===== src/crf_pkg.sv =====
// Package for the receive flag and interrupt-enable block: offsets, fields, types
package crf_pkg;
   // ----------------------------------------
   // Register byte offsets
   // ----------------------------------------
   localparam logic [3:0] ADDR_FLAGS = 4'h0;   // Receiver flags
   localparam logic [3:0] ADDR_ENABLES = 4'h4; // Receiver interrupt enables
   localparam logic [3:0] ADDR_CTRL = 4'h8;    // Init request, wakeup enable, init ack (ro)
   // ----------------------------------------
   // Field positions
   // ----------------------------------------
   localparam int BIT_WAKEUP = 7;
   localparam int BIT_STATUS_CHANGE = 6;
   localparam int BIT_OVERRUN = 1;
   localparam int BIT_RX_FULL = 0;
   localparam int BIT_INIT_REQ = 0;
   localparam int BIT_WAKE_EN = 1;
   localparam int BIT_INIT_ACK = 2;
   // ----------------------------------------
   // Reset values, thresholds and response codes
   // ----------------------------------------
   localparam logic [7:0] FLAGS_RESET = 8'h00;
   localparam logic [7:0] ENABLES_RESET = 8'h00;
   localparam logic [8:0] LIMIT_WARN = 9'h060;  // 96
   localparam logic [8:0] LIMIT_ERR = 9'h07f;   // 127
   localparam logic [8:0] LIMIT_BUSOFF = 9'h0ff; // 255
   localparam logic [1:0] AXI_OKAY = 2'h0;
   localparam logic [1:0] AXI_SLVERR = 2'h2;
   // ----------------------------------------
   // Types
   // ----------------------------------------
   typedef enum logic [1:0] {ST_OK, ST_WARN, ST_ERR, ST_BUSOFF} crf_state_t;
   typedef enum {BUS_IDLE, BUS_WRESP, BUS_RRESP} crf_bus_t;
   // Sticky flags
   typedef struct packed {
      logic wakeup;
      logic status_change;
      logic overrun;
      logic rx_full;
   } crf_flags_t;
   // Interrupt enables and sensitivity
   typedef struct packed {
      logic wakeup_irq_enable;
      logic status_change_irq_enable;
      logic [1:0] receiver_sensitivity;
      logic [1:0] transmitter_sensitivity;
      logic overrun_irq_enable;
      logic receive_full_irq_enable;
   } crf_enables_t;
   // Events from the CAN core
   typedef struct packed {
      logic overrun;
      logic rx_message_ok;
      logic wakeup_activity;
      logic sleep_mode;
   } crf_events_t;
   // Whole state of the block
   typedef struct packed {
      crf_flags_t flags;
      crf_enables_t enables;
      crf_state_t receiver_state_field;
      crf_state_t transmitter_state_field;
      logic init_request;
      logic wakeup_enable;
      logic init_acknowledge;
      logic rx_pending;
      crf_bus_t bus;
      logic aw_seen;
      logic w_seen;
      logic [3:0] waddr;
      logic [31:0] wdata;
      logic [3:0] wstrb;
      logic [31:0] rdata;
      logic [1:0] resp;
   } crf_state_all_t;
endpackage : crf_pkg


===== src/crf_rx_flags.sv =====
// Receive flags, interrupt enables and status fields behind an AXI4-Lite slave
`timescale 1ns/10ps
module crf_rx_flags (
   input wire logic aclk,
   input wire logic aresetn,
   // AXI4-Lite slave
   input wire logic [3:0] s_axi_awaddr,
   input wire logic s_axi_awvalid,
   output logic s_axi_awready,
   input wire logic [31:0] s_axi_wdata,
   input wire logic [3:0] s_axi_wstrb,
   input wire logic s_axi_wvalid,
   output logic s_axi_wready,
   output logic [1:0] s_axi_bresp,
   output logic s_axi_bvalid,
   input wire logic s_axi_bready,
   input wire logic [3:0] s_axi_araddr,
   input wire logic s_axi_arvalid,
   output logic s_axi_arready,
   output logic [31:0] s_axi_rdata,
   output logic [1:0] s_axi_rresp,
   output logic s_axi_rvalid,
   input wire logic s_axi_rready,
   // CAN core side, same clock
   input wire crf_pkg::crf_events_t core_events,
   input wire logic [8:0] tx_error_count,
   input wire logic [7:0] rx_error_count,
   output logic shift_foreground, // Pulse: next FIFO entry moved into foreground buffer
   output logic irq_wakeup,
   output logic irq_error,
   output logic irq_receive,
   output logic irq
);
   // ----------------------------------------
   // Helpers
   // ----------------------------------------
   // Transmitter encoding from its counter
   // counter to code
   function automatic crf_pkg::crf_state_t tx_code(input logic [8:0] cnt);
      if (cnt > crf_pkg::LIMIT_BUSOFF) return crf_pkg::ST_BUSOFF;
      else if (cnt > crf_pkg::LIMIT_ERR) return crf_pkg::ST_ERR;
      else if (cnt > crf_pkg::LIMIT_WARN) return crf_pkg::ST_WARN;
      else return crf_pkg::ST_OK;
   endfunction : tx_code

   // Whether a change old->new matters for a sensitivity code
   function automatic logic sens_hit(input logic [1:0] sens, input crf_pkg::crf_state_t o,
                                     input crf_pkg::crf_state_t n);
      logic boff;
      logic err;
      boff = (o == crf_pkg::ST_BUSOFF) != (n == crf_pkg::ST_BUSOFF);
      err = (o >= crf_pkg::ST_ERR) != (n >= crf_pkg::ST_ERR);
      case (sens)
         2'h0: return 1'b0;
         2'h1: return boff;
         2'h2: return boff | err;
         2'h3: return o != n;
         default: return 1'b0;
      endcase
   endfunction : sens_hit

   crf_pkg::crf_state_all_t st_r;
   crf_pkg::crf_state_all_t st_nxt;
   crf_pkg::crf_state_t rx_live; // Receiver state the counters say now
   crf_pkg::crf_state_t tx_live; // Transmitter state the counters say now
   logic in_init; // Initialization mode active
   logic out_init; // Flags and enables registers writable
   logic [7:0] flags_rd; // Flags register as software reads it
   logic [7:0] clear_mask; // Write-one-to-clear bits of the current write
   logic do_write; // Both write halves held; apply this cycle

   // ----------------------------------------
   // Live states
   // ----------------------------------------
   // bus-off mirrored into receiver
   always_comb begin
      tx_live = tx_code(tx_error_count);
      if (tx_live == crf_pkg::ST_BUSOFF) begin
         rx_live = crf_pkg::ST_BUSOFF;
      end else if ({1'b0, rx_error_count} > crf_pkg::LIMIT_ERR) begin
         rx_live = crf_pkg::ST_ERR;
      end else if ({1'b0, rx_error_count} > crf_pkg::LIMIT_WARN) begin
         rx_live = crf_pkg::ST_WARN;
      end else begin
         rx_live = crf_pkg::ST_OK;
      end
   end

   assign in_init = st_r.init_request & st_r.init_acknowledge;
   assign out_init = ~st_r.init_request & ~st_r.init_acknowledge;
   // state fields have no write path
   assign flags_rd = {st_r.flags.wakeup, st_r.flags.status_change,
                      st_r.receiver_state_field, st_r.transmitter_state_field,
                      st_r.flags.overrun, st_r.flags.rx_full};
   // Handshakes combinational from the bus state
   // Reads wait while a write half is held or offered, so one transfer runs at a time
   assign s_axi_awready = (st_r.bus == crf_pkg::BUS_IDLE) & ~st_r.aw_seen;
   assign s_axi_wready = (st_r.bus == crf_pkg::BUS_IDLE) & ~st_r.w_seen;
   assign s_axi_arready = (st_r.bus == crf_pkg::BUS_IDLE) & ~st_r.aw_seen & ~st_r.w_seen
                          & ~s_axi_awvalid & ~s_axi_wvalid;
   assign s_axi_bvalid = st_r.bus == crf_pkg::BUS_WRESP;
   assign s_axi_rvalid = st_r.bus == crf_pkg::BUS_RRESP;
   assign s_axi_bresp = st_r.resp;
   assign s_axi_rresp = st_r.resp;
   assign s_axi_rdata = st_r.rdata;
   // Write lands a cycle after both halves; costs a cycle, keeps decode off the pins
   assign do_write = st_r.aw_seen & st_r.w_seen & (st_r.bus == crf_pkg::BUS_IDLE);
   assign clear_mask = (do_write && st_r.waddr == crf_pkg::ADDR_FLAGS && st_r.wstrb[0]
                        && out_init) ? st_r.wdata[7:0] : 8'h00;

   // ----------------------------------------
   // Next state
   // ----------------------------------------
   // All state decided here; flops only register it
   always_comb begin
      st_nxt = st_r;
      shift_foreground = 1'b0;
      // Bus channel capture, either order
      if (s_axi_awvalid & s_axi_awready) begin
         st_nxt.aw_seen = 1'b1;
         st_nxt.waddr = s_axi_awaddr;
      end
      if (s_axi_wvalid & s_axi_wready) begin
         st_nxt.w_seen = 1'b1;
         st_nxt.wdata = s_axi_wdata;
         st_nxt.wstrb = s_axi_wstrb;
      end
      // Register write, one cycle after both halves are in
      if (do_write) begin
         st_nxt.aw_seen = 1'b0;
         st_nxt.w_seen = 1'b0;
         st_nxt.bus = crf_pkg::BUS_WRESP;
         st_nxt.resp = crf_pkg::AXI_OKAY;
         case (st_r.waddr)
            crf_pkg::ADDR_FLAGS: begin
            end
            crf_pkg::ADDR_ENABLES: begin
               if (out_init && st_r.wstrb[0]) st_nxt.enables = st_r.wdata[7:0];
            end
            crf_pkg::ADDR_CTRL: begin
               if (st_r.wstrb[0]) begin
                  st_nxt.init_request = st_r.wdata[crf_pkg::BIT_INIT_REQ];
                  st_nxt.wakeup_enable = st_r.wdata[crf_pkg::BIT_WAKE_EN];
               end
            end
            default: st_nxt.resp = crf_pkg::AXI_SLVERR;
         endcase
      end
      // Read
      if (s_axi_arvalid & s_axi_arready) begin
         st_nxt.bus = crf_pkg::BUS_RRESP;
         st_nxt.resp = crf_pkg::AXI_OKAY;
         case (s_axi_araddr)
            crf_pkg::ADDR_FLAGS: st_nxt.rdata = {24'h000000, flags_rd};
            crf_pkg::ADDR_ENABLES: st_nxt.rdata = {24'h000000, st_r.enables};
            crf_pkg::ADDR_CTRL: st_nxt.rdata = {29'h00000000, st_r.init_acknowledge,
                                                st_r.wakeup_enable, st_r.init_request};
            default: begin
               st_nxt.rdata = 32'h00000000;
               st_nxt.resp = crf_pkg::AXI_SLVERR;
            end
         endcase
      end
      if ((st_r.bus == crf_pkg::BUS_WRESP && s_axi_bready)
          || (st_r.bus == crf_pkg::BUS_RRESP && s_axi_rready)) begin
         st_nxt.bus = crf_pkg::BUS_IDLE;
      end
      // Acknowledge follows the request one cycle later
      st_nxt.init_acknowledge = st_r.init_request;

      st_nxt.flags.wakeup = st_r.flags.wakeup & ~clear_mask[crf_pkg::BIT_WAKEUP];
      st_nxt.flags.status_change = st_r.flags.status_change
                                   & ~clear_mask[crf_pkg::BIT_STATUS_CHANGE];
      st_nxt.flags.overrun = st_r.flags.overrun & ~clear_mask[crf_pkg::BIT_OVERRUN];
      st_nxt.flags.rx_full = st_r.flags.rx_full & ~clear_mask[crf_pkg::BIT_RX_FULL];
      if (core_events.overrun) st_nxt.flags.overrun = 1'b1;
      // wakeup on bus activity while asleep
      if (core_events.wakeup_activity && core_events.sleep_mode && st_r.wakeup_enable) begin
         st_nxt.flags.wakeup = 1'b1;
      end
      // A good message waits until the foreground buffer is free
      if (core_events.rx_message_ok) st_nxt.rx_pending = 1'b1;
      // no shift while full; shift sets full
      if ((st_r.rx_pending || core_events.rx_message_ok) && !st_r.flags.rx_full) begin
         shift_foreground = 1'b1;
         st_nxt.flags.rx_full = 1'b1;
         st_nxt.rx_pending = 1'b0;
      end

      // fields frozen while change flag pending
      if (!st_r.flags.status_change) begin
         st_nxt.receiver_state_field = rx_live;
         st_nxt.transmitter_state_field = tx_live;
         if (sens_hit(st_r.enables.receiver_sensitivity, st_r.receiver_state_field, rx_live)
             || sens_hit(st_r.enables.transmitter_sensitivity,
                         st_r.transmitter_state_field, tx_live)) begin
            st_nxt.flags.status_change = 1'b1;
         end
      end

      // held in reset during init mode; fields and sensitivity kept
      if (in_init) begin
         st_nxt.flags = crf_pkg::FLAGS_RESET[3:0];
         st_nxt.rx_pending = 1'b0;
         st_nxt.enables.wakeup_irq_enable = 1'b0;
         st_nxt.enables.status_change_irq_enable = 1'b0;
         st_nxt.enables.overrun_irq_enable = 1'b0;
         st_nxt.enables.receive_full_irq_enable = 1'b0;
      end
   end

   // ----------------------------------------
   // State register
   // ----------------------------------------
   // Synchronous active-low reset
   // Bus state set by name so idle never depends on the enum encoding
   always_ff @(posedge aclk) begin
      if (!aresetn) begin
         st_r <= '0;
         st_r.enables <= crf_pkg::ENABLES_RESET;
         st_r.bus <= crf_pkg::BUS_IDLE;
      end else begin
         st_r <= st_nxt;
      end
   end

   // ----------------------------------------
   // Interrupt outputs
   // ----------------------------------------
   // wakeup request gated by its enable
   assign irq_wakeup = st_r.flags.wakeup & st_r.enables.wakeup_irq_enable;
   // error request from change or overrun
   assign irq_error = (st_r.flags.status_change & st_r.enables.status_change_irq_enable)
                      | (st_r.flags.overrun & st_r.enables.overrun_irq_enable);
   // receiver request gated by its enable
   assign irq_receive = st_r.flags.rx_full & st_r.enables.receive_full_irq_enable;
   assign irq = irq_wakeup | irq_error | irq_receive;

   // ----------------------------------------
   // Checks
   // ----------------------------------------
   // overrun sets flag
   chk_overrun_sets: assert property (@(posedge aclk) disable iff (!aresetn)
      core_events.overrun && !in_init |=> st_r.flags.overrun)
      else $error("overrun did not set flag");
   chk_no_shift_full: assert property (@(posedge aclk) disable iff (!aresetn)
      st_r.flags.rx_full |-> !shift_foreground)
      else $error("shift while buffer full");
   chk_shift_sets_full: assert property (@(posedge aclk) disable iff (!aresetn)
      shift_foreground && !in_init |=> st_r.flags.rx_full)
      else $error("shift did not set full");
   chk_busoff_mirror: assert property (@(posedge aclk) disable iff (!aresetn)
      st_r.transmitter_state_field == crf_pkg::ST_BUSOFF
      |-> st_r.receiver_state_field == crf_pkg::ST_BUSOFF)
      else $error("receiver not bus-off");
   chk_fields_frozen: assert property (@(posedge aclk) disable iff (!aresetn)
      st_r.flags.status_change |=> $stable(st_r.receiver_state_field)
      && $stable(st_r.transmitter_state_field))
      else $error("state field moved while pending");
   chk_init_enables: assert property (@(posedge aclk) disable iff (!aresetn)
      in_init |=> !st_r.enables.overrun_irq_enable && !st_r.enables.receive_full_irq_enable)
      else $error("enables not held in init");
   chk_wake_gate: assert property (@(posedge aclk) disable iff (!aresetn)
      irq_wakeup == (st_r.flags.wakeup && st_r.enables.wakeup_irq_enable))
      else $error("wakeup request wrong");
   chk_rx_irq: assert property (@(posedge aclk) disable iff (!aresetn)
      st_r.flags.rx_full && st_r.enables.receive_full_irq_enable |-> irq && irq_receive)
      else $error("receive request missing");
   chk_tx_code: assert property (@(posedge aclk) disable iff (!aresetn)
      !st_r.flags.status_change && tx_error_count > crf_pkg::LIMIT_BUSOFF
      |=> st_r.transmitter_state_field == crf_pkg::ST_BUSOFF)
      else $error("bus-off code wrong");
   chk_wake_sets: assert property (@(posedge aclk) disable iff (!aresetn)
      core_events.wakeup_activity && core_events.sleep_mode && st_r.wakeup_enable && !in_init
      |=> st_r.flags.wakeup)
      else $error("wakeup did not set flag");
   chk_change_irq: assert property (@(posedge aclk) disable iff (!aresetn)
      st_r.flags.status_change && st_r.enables.status_change_irq_enable |-> irq_error && irq)
      else $error("status change request missing");
   chk_overrun_irq: assert property (@(posedge aclk) disable iff (!aresetn)
      st_r.flags.overrun && st_r.enables.overrun_irq_enable |-> irq_error && irq)
      else $error("overrun request missing");
   chk_rx_quiet: assert property (@(posedge aclk) disable iff (!aresetn)
      !st_r.enables.receive_full_irq_enable |-> !irq_receive)
      else $error("masked receive request raised");
   chk_write_clear: assert property (@(posedge aclk) disable iff (!aresetn)
      clear_mask[crf_pkg::BIT_OVERRUN] && !core_events.overrun |=> !st_r.flags.overrun)
      else $error("write one did not clear");
   chk_write_zero: assert property (@(posedge aclk) disable iff (!aresetn)
      st_r.flags.rx_full && !clear_mask[crf_pkg::BIT_RX_FULL] && !in_init
      |=> st_r.flags.rx_full)
      else $error("receive-full dropped without clear");
   chk_init_flags: assert property (@(posedge aclk) disable iff (!aresetn)
      in_init |=> st_r.flags == 4'h0)
      else $error("flags not held in init");
   chk_rx_sens_busoff: assert property (@(posedge aclk) disable iff (!aresetn)
      !st_r.flags.status_change && !in_init && st_r.enables.receiver_sensitivity == 2'h1
      && st_r.receiver_state_field != crf_pkg::ST_BUSOFF && rx_live == crf_pkg::ST_BUSOFF
      |=> st_r.flags.status_change)
      else $error("receiver bus-off change missed");
   chk_tx_sens_all: assert property (@(posedge aclk) disable iff (!aresetn)
      !st_r.flags.status_change && !in_init && st_r.enables.transmitter_sensitivity == 2'h3
      && st_r.transmitter_state_field != tx_live |=> st_r.flags.status_change)
      else $error("transmitter change missed");
   chk_sens_quiet: assert property (@(posedge aclk) disable iff (!aresetn)
      !st_r.flags.status_change && st_r.enables.receiver_sensitivity == 2'h0
      && st_r.enables.transmitter_sensitivity == 2'h0 |=> !st_r.flags.status_change)
      else $error("change flagged with sensitivity off");
endmodule : crf_rx_flags


===== config.mk =====
export PLATFORM = sky130hd
export DESIGN_NAME = crf_rx_flags
export DESIGN_NICKNAME = d
export VERILOG_FILES = /design/src/crf_pkg.sv /design/src/crf_rx_flags.sv
export SDC_FILE = /design/constraint.sdc
export NUM_CORES = 1
export LEC_CHECK = 0
export ABC_AREA = 1
export CAP_MARGIN = 20
export CORE_ASPECT_RATIO = 0.6
export CORE_UTILIZATION = 40
export DETAILED_ROUTE_END_ITERATION = 12
export DONT_BUFFER_PORTS = 1
export PLACE_DENSITY = 0.61
export RECOVER_POWER = 25
export SYNTH_ARGS = -nofsm -noshare
export SYNTH_HDL_FRONTEND = slang
export SYNTH_SLANG_ARGS = --single-unit

===== constraint.sdc =====
create_clock -name aclk -period 1.64 [get_ports aclk]
set_input_delay 0.246 -clock aclk [delete_from_list [all_inputs] [get_ports aclk]]
set_output_delay 0.246 -clock aclk [all_outputs]
set_load 0.05 [all_outputs]

* After elaboration in Yosys (flattened, before gate mapping)
Cells that the tools add are included.
Widths: inputs -> output; s select.
** Word-level totals
- Logic and storage cells :: 146
- Flip-flop bits (word level) :: 47
- Output and inout bits :: 46
** Operators by class
- Multiplexer cells :: 26
- Bitwise logic cells :: 36
- Equality and inequality tests :: 22
- Reduce and logical (&&, ||, !) cells :: 28
- Magnitude comparators :: 9
** Operators by type and width (count)
- $logic_not 32->1 :: 1
- $pmux 8 s3 :: 1
- $and 1x1->1 :: 20
- $eq 2x2->1 const B :: 10
- $gt 9x7->1 const B :: 2
- $mux 2 :: 9
- $gt 8x7->1 const B :: 2
- $mux 1 :: 12
- $reduce_or 3->1 :: 4
- $not 1->1 :: 11
- $gt 9x8->1 const B :: 1
- $logic_and 1x1->1 :: 9
- $eq 4x3->1 const B :: 2
- $eq 4x4->1 const B :: 2
- $ge 2x2->1 const B :: 4
- $logic_not 4->1 :: 2
- $mux 8 :: 1
- $pmux 1 s4 :: 2
- $reduce_and 3->1 :: 2
- $reduce_or 2->1 :: 3
- $or 1x1->1 :: 5
- $eq 2x1->1 const B :: 2
- $logic_not 2->1 :: 2
- $mux 4 :: 1
- other kinds (5) :: 11

* Logic depth before layout (Yosys ltp)
- Depth in word-level cells :: 14
- Mapped depth :: 12

* Least setup slack after synthesis
Ideal clock, no wire load.
- Path kind :: reg-to-reg
- From :: reg st_r[76] in the netlist's numbering
- To :: reg st_r[40] in the netlist's numbering
- Slack :: -753 ps
- Arrival time :: 2274 ps
- Data required time :: 1521 ps
- Cell stages (with the launch flop) :: 6
- Path through :: dfxtp_1 > nor3_1 > nand2_1 > buf_2 > o21ai_0 > a21oi_1
** Between the ends
- Longest elaborated chain between the ends :: 3
** Ends and longest elaborated chain
- start: declaration :: line crf_rx_flags.sv:62 : crf_pkg::crf_state_all_t st_r;
- start signal: assignment :: line crf_rx_flags.sv:223 : st_r <= st_nxt;
- $logic_not 32->1 :: line crf_rx_flags.sv:98 : assign s_axi_wready = (st_r.bus == crf_pkg::BUS_IDLE) & ~st_r.w_seen;
- $and 1x1->1 :: line crf_rx_flags.sv:98
- named net s_axi_wready :: line crf_rx_flags.sv:13 : output logic s_axi_wready,
- $and 1x1->1 :: line crf_rx_flags.sv:123 : if (s_axi_wvalid & s_axi_wready) begin
The timed path passes the listed nets, and every way through them passes these cells.
A chain may end at the register's enable or synchronous reset.

* Worst setup path in the final report
- From :: reg st_r[76] in the netlist's numbering
- To :: out s_axi_arready
** Between the ends
- Longest elaborated chain between the ends :: 5
** Ends and longest elaborated chain
- $logic_not 32->1 :: line crf_rx_flags.sv:99 : assign s_axi_arready = (st_r.bus == crf_pkg::BUS_IDLE) & ~st_r.aw_seen & ~st_r.w_seen
- $and 1x1->1 (2 in a row) :: line crf_rx_flags.sv:99
- $and 1x1->1 (2 in a row) :: line crf_rx_flags.sv:100 : & ~s_axi_awvalid & ~s_axi_wvalid;
- end: declaration :: line crf_rx_flags.sv:19 : output logic s_axi_arready,
Every way passes these cells.

==> reports/metrics.csv <==
stage;metric;value;unit
placement;pre_cts_ws;0.123;ns
clock_network;clk_pin_slew;0.09;ns
synthesis;synth-edff-count;0;
timing;setup_tns;0;ns
timing;fin_crit_sh;0.959;
placement;dpl.hpwl;4.13;mm
worst_setup_path;crit_arrival;1.33;ns
power_and_ir_drop;p_total;2.45;mW
timing;fmax;636;MHz
layout;regArea;926;µm²
placement;placed_area;0.00248;mm²
worst_setup_path;reg2reg_to;st_r[119]$_SDFFE_PN0P_;
timing;min_period;1.57;ns
worst_setup_path;critPathRequiredTime;1.39;ns
synthesis;synthArstFlopShare;0;
synthesis;synth_seq_cells;46;
worst_setup_path;path_class;reg2out;
layout;antenna_cells;0;
detailed_routing;drc;0;
timing;holdWs;0.0358;ns
worst_setup_path;crit_path_end;s_axi_arready;
synthesis;ys_top_cells_by_area;dfxtp_1, buf_4, a21oi_1;
layout;final_cell_mix;inv_1, nand2_1, a21oi_1, dfxtp_1, o21ai_0;
timing;hold_viol;0;
timing;slew_headroom;0.602;
die;rows;21;
global_routing;grt_antenna_before_repair;0;
layout;stdcell_area;0.00256;mm²
die;die_y;62.3;µm
placement;place_inst;409;
clock_network;cts-root-buf;clkbuf_8;
clock_network;clockBufferDepth;2;
timing;setup_ws;0.0680;ns
timing;tightest_slew;0.597;ns
worst_setup_path;reg2reg_depth;7;
die;io_pins;118;
detailed_routing;first_pass_iters;4;
worst_setup_path;r2r_start;st_r[76]$_SDFFE_PP0P_;
hold_path;hp-class;in2reg;
synthesis;syn-instance-count;329;
synthesis;yosysSeqAreaShare;0.380;
layout;layout_commonest_cell;inv_1;
run_status;outcome;finished, final reports clean;
clock_network;h-tree-depth;2;
global_routing;overflow;0;
clock_network;ctsResizeCount;1;
synthesis;yosys.area.top_type;dfxtp_1;
layout;drive_gt1_frac;0.119;
detailed_routing;drtAntennaViolNets;0;
clock_network;cts_buffers;5;
global_routing;grt_pass1_wl;8.31;mm
power_and_ir_drop;power_leakage;1.06;nW
layout;nNetsFinal;408;
global_routing;grt_use_total;0.171;
clock_network;clock_sinks;46;
synthesis;synth_area;0.00242;mm²
job;cap_violations;0;
die;die_w;102;µm
synthesis;synthDominantCellAreaShare;0.380;
worst_setup_path;critPathLaunch;st_r[76]$_SDFFE_PP0P_;
detailed_routing;avgRoutedWirePerCell;12.8;µm
layout;instances_no_fill;417;
die;start_util;0.425;
synthesis;avgSynthCellArea;7.37;µm²
worst_setup_path;r2r_setup_slack;0.13;ns
worst_setup_path;cp-start-kind;flip-flop;
clock_network;clk_latency;0.31;ns
global_routing;grt_pass1_vias;1742;
global_routing;grt_max_degree;20;
layout;utilization;0.449;
worst_setup_path;worst-path-max-fanout;4;
die;coreArea;0.00570;mm²
layout;multi_input_comb_area;0.00112;mm²
detailed_routing;wl;5.32;mm
die;die_area;0.00638;mm²
synthesis;yosys_warnings;0;
worst_setup_path;critPathCaptureType;output port;
placement;io_buffer_count;0;
detailed_routing;via_per_inst;4.75;
placement;gp_congestion;0.798;
timing;slew_viol_final;0;
synthesis;ys.flop_type;dfxtp_1;
clock_network;hold_buffers;0;
layout;fillCellCount;602;
layout;syn2layout_area_growth;5.58;%
detailed_routing;vias;1982;
timing;skew;0.00890;ns
clock_network;cts_tree;yes;
timing;finalSetupViolCount;0;
synthesis;synth_cell_types;32;
power_and_ir_drop;irDropWorstVdd;0.462;mV
clock_network;cts_setup_buffers;0;
detailed_routing;drt_iter0_markers;97;
power_and_ir_drop;power.density;958;mW/mm²
-- cell families after synthesis --
group                     Yosys count  share of synthesized area
DFF                                46                      0.380
and+or+nand+nor                    96                      0.190
buffers and inverters              93                      0.211
muxes                               1                    0.00465
xor gates and xnor gates            5                     0.0181
AOI/OAI and AO/OA                  87                      0.195
other                               1                    0.00155
-- area by class of cell --
type                    count  share of cell area
clock inverters             2             0.00489
repair buffers             17              0.0474
multi-input cells         215               0.439
clock buffers               6              0.0323
well taps                  80              0.0391
inverters                  51              0.0753
flip-flops and latches     46               0.362
-- worst max-delay path: stages (launching register included) --
cell and delay, ns:
dfxtp_2 0.37, nor2_4 0.17, nand2_2 0.09, nor4_4 0.20
buf_6 0.20
-- worst min-delay path by stage --
stage / start / to / slack, ns / cells past startpoint
final: aresetn / st_r[109]$_SDFF_PN0_ / 0.04 / 2
after detailed placement: aresetn / st_r[109]$_SDFF_PN0_ / 0.35 / 2
after floorplan: core_events[3] / flags_rd[1]$_SDFF_PP0_ / 0.38 / 2
after global placement: aresetn / st_r[109]$_SDFF_PN0_ / 0.35 / 2
after global routing: aresetn / st_r[109]$_SDFF_PN0_ / 0.03 / 2
after CTS: aresetn / st_r[109]$_SDFF_PN0_ / 0.03 / 2
-- power breakdown --
part           switching, mW  total [mW]  internal, mW
logic                  0.381       0.488         0.107
clock network          0.402       0.742         0.339
registers             0.0458        1.22          1.18
-- routing by layer --
layer  vias up  track usage  wire length [µm]
li1       1019            -                 -
met1       884        0.277              2930
met2        73        0.209              1860
met3         6       0.0473               480
met4         0       0.0500                54
met5         -            0                 0
-- synthesized netlist by cell type (3+ instances only) --
cell / instances
dfxtp_1: 46
nand2_1: 48
nor3_1: 3
xor2_1: 4
nand3_1: 14
buf_4: 36
o21ai_0: 32
o22ai_1: 6
inv_1: 48
a21oi_1: 42
nor2_1: 22
-- sequential cells by signal, summed over array words and instances, names as in the netlist --
register	count
st_r	28
flags_rd	8
s_axi_rdata	8
s_axi_bresp	1
st_nxt	1
Power figures use the tool's default switching activity.
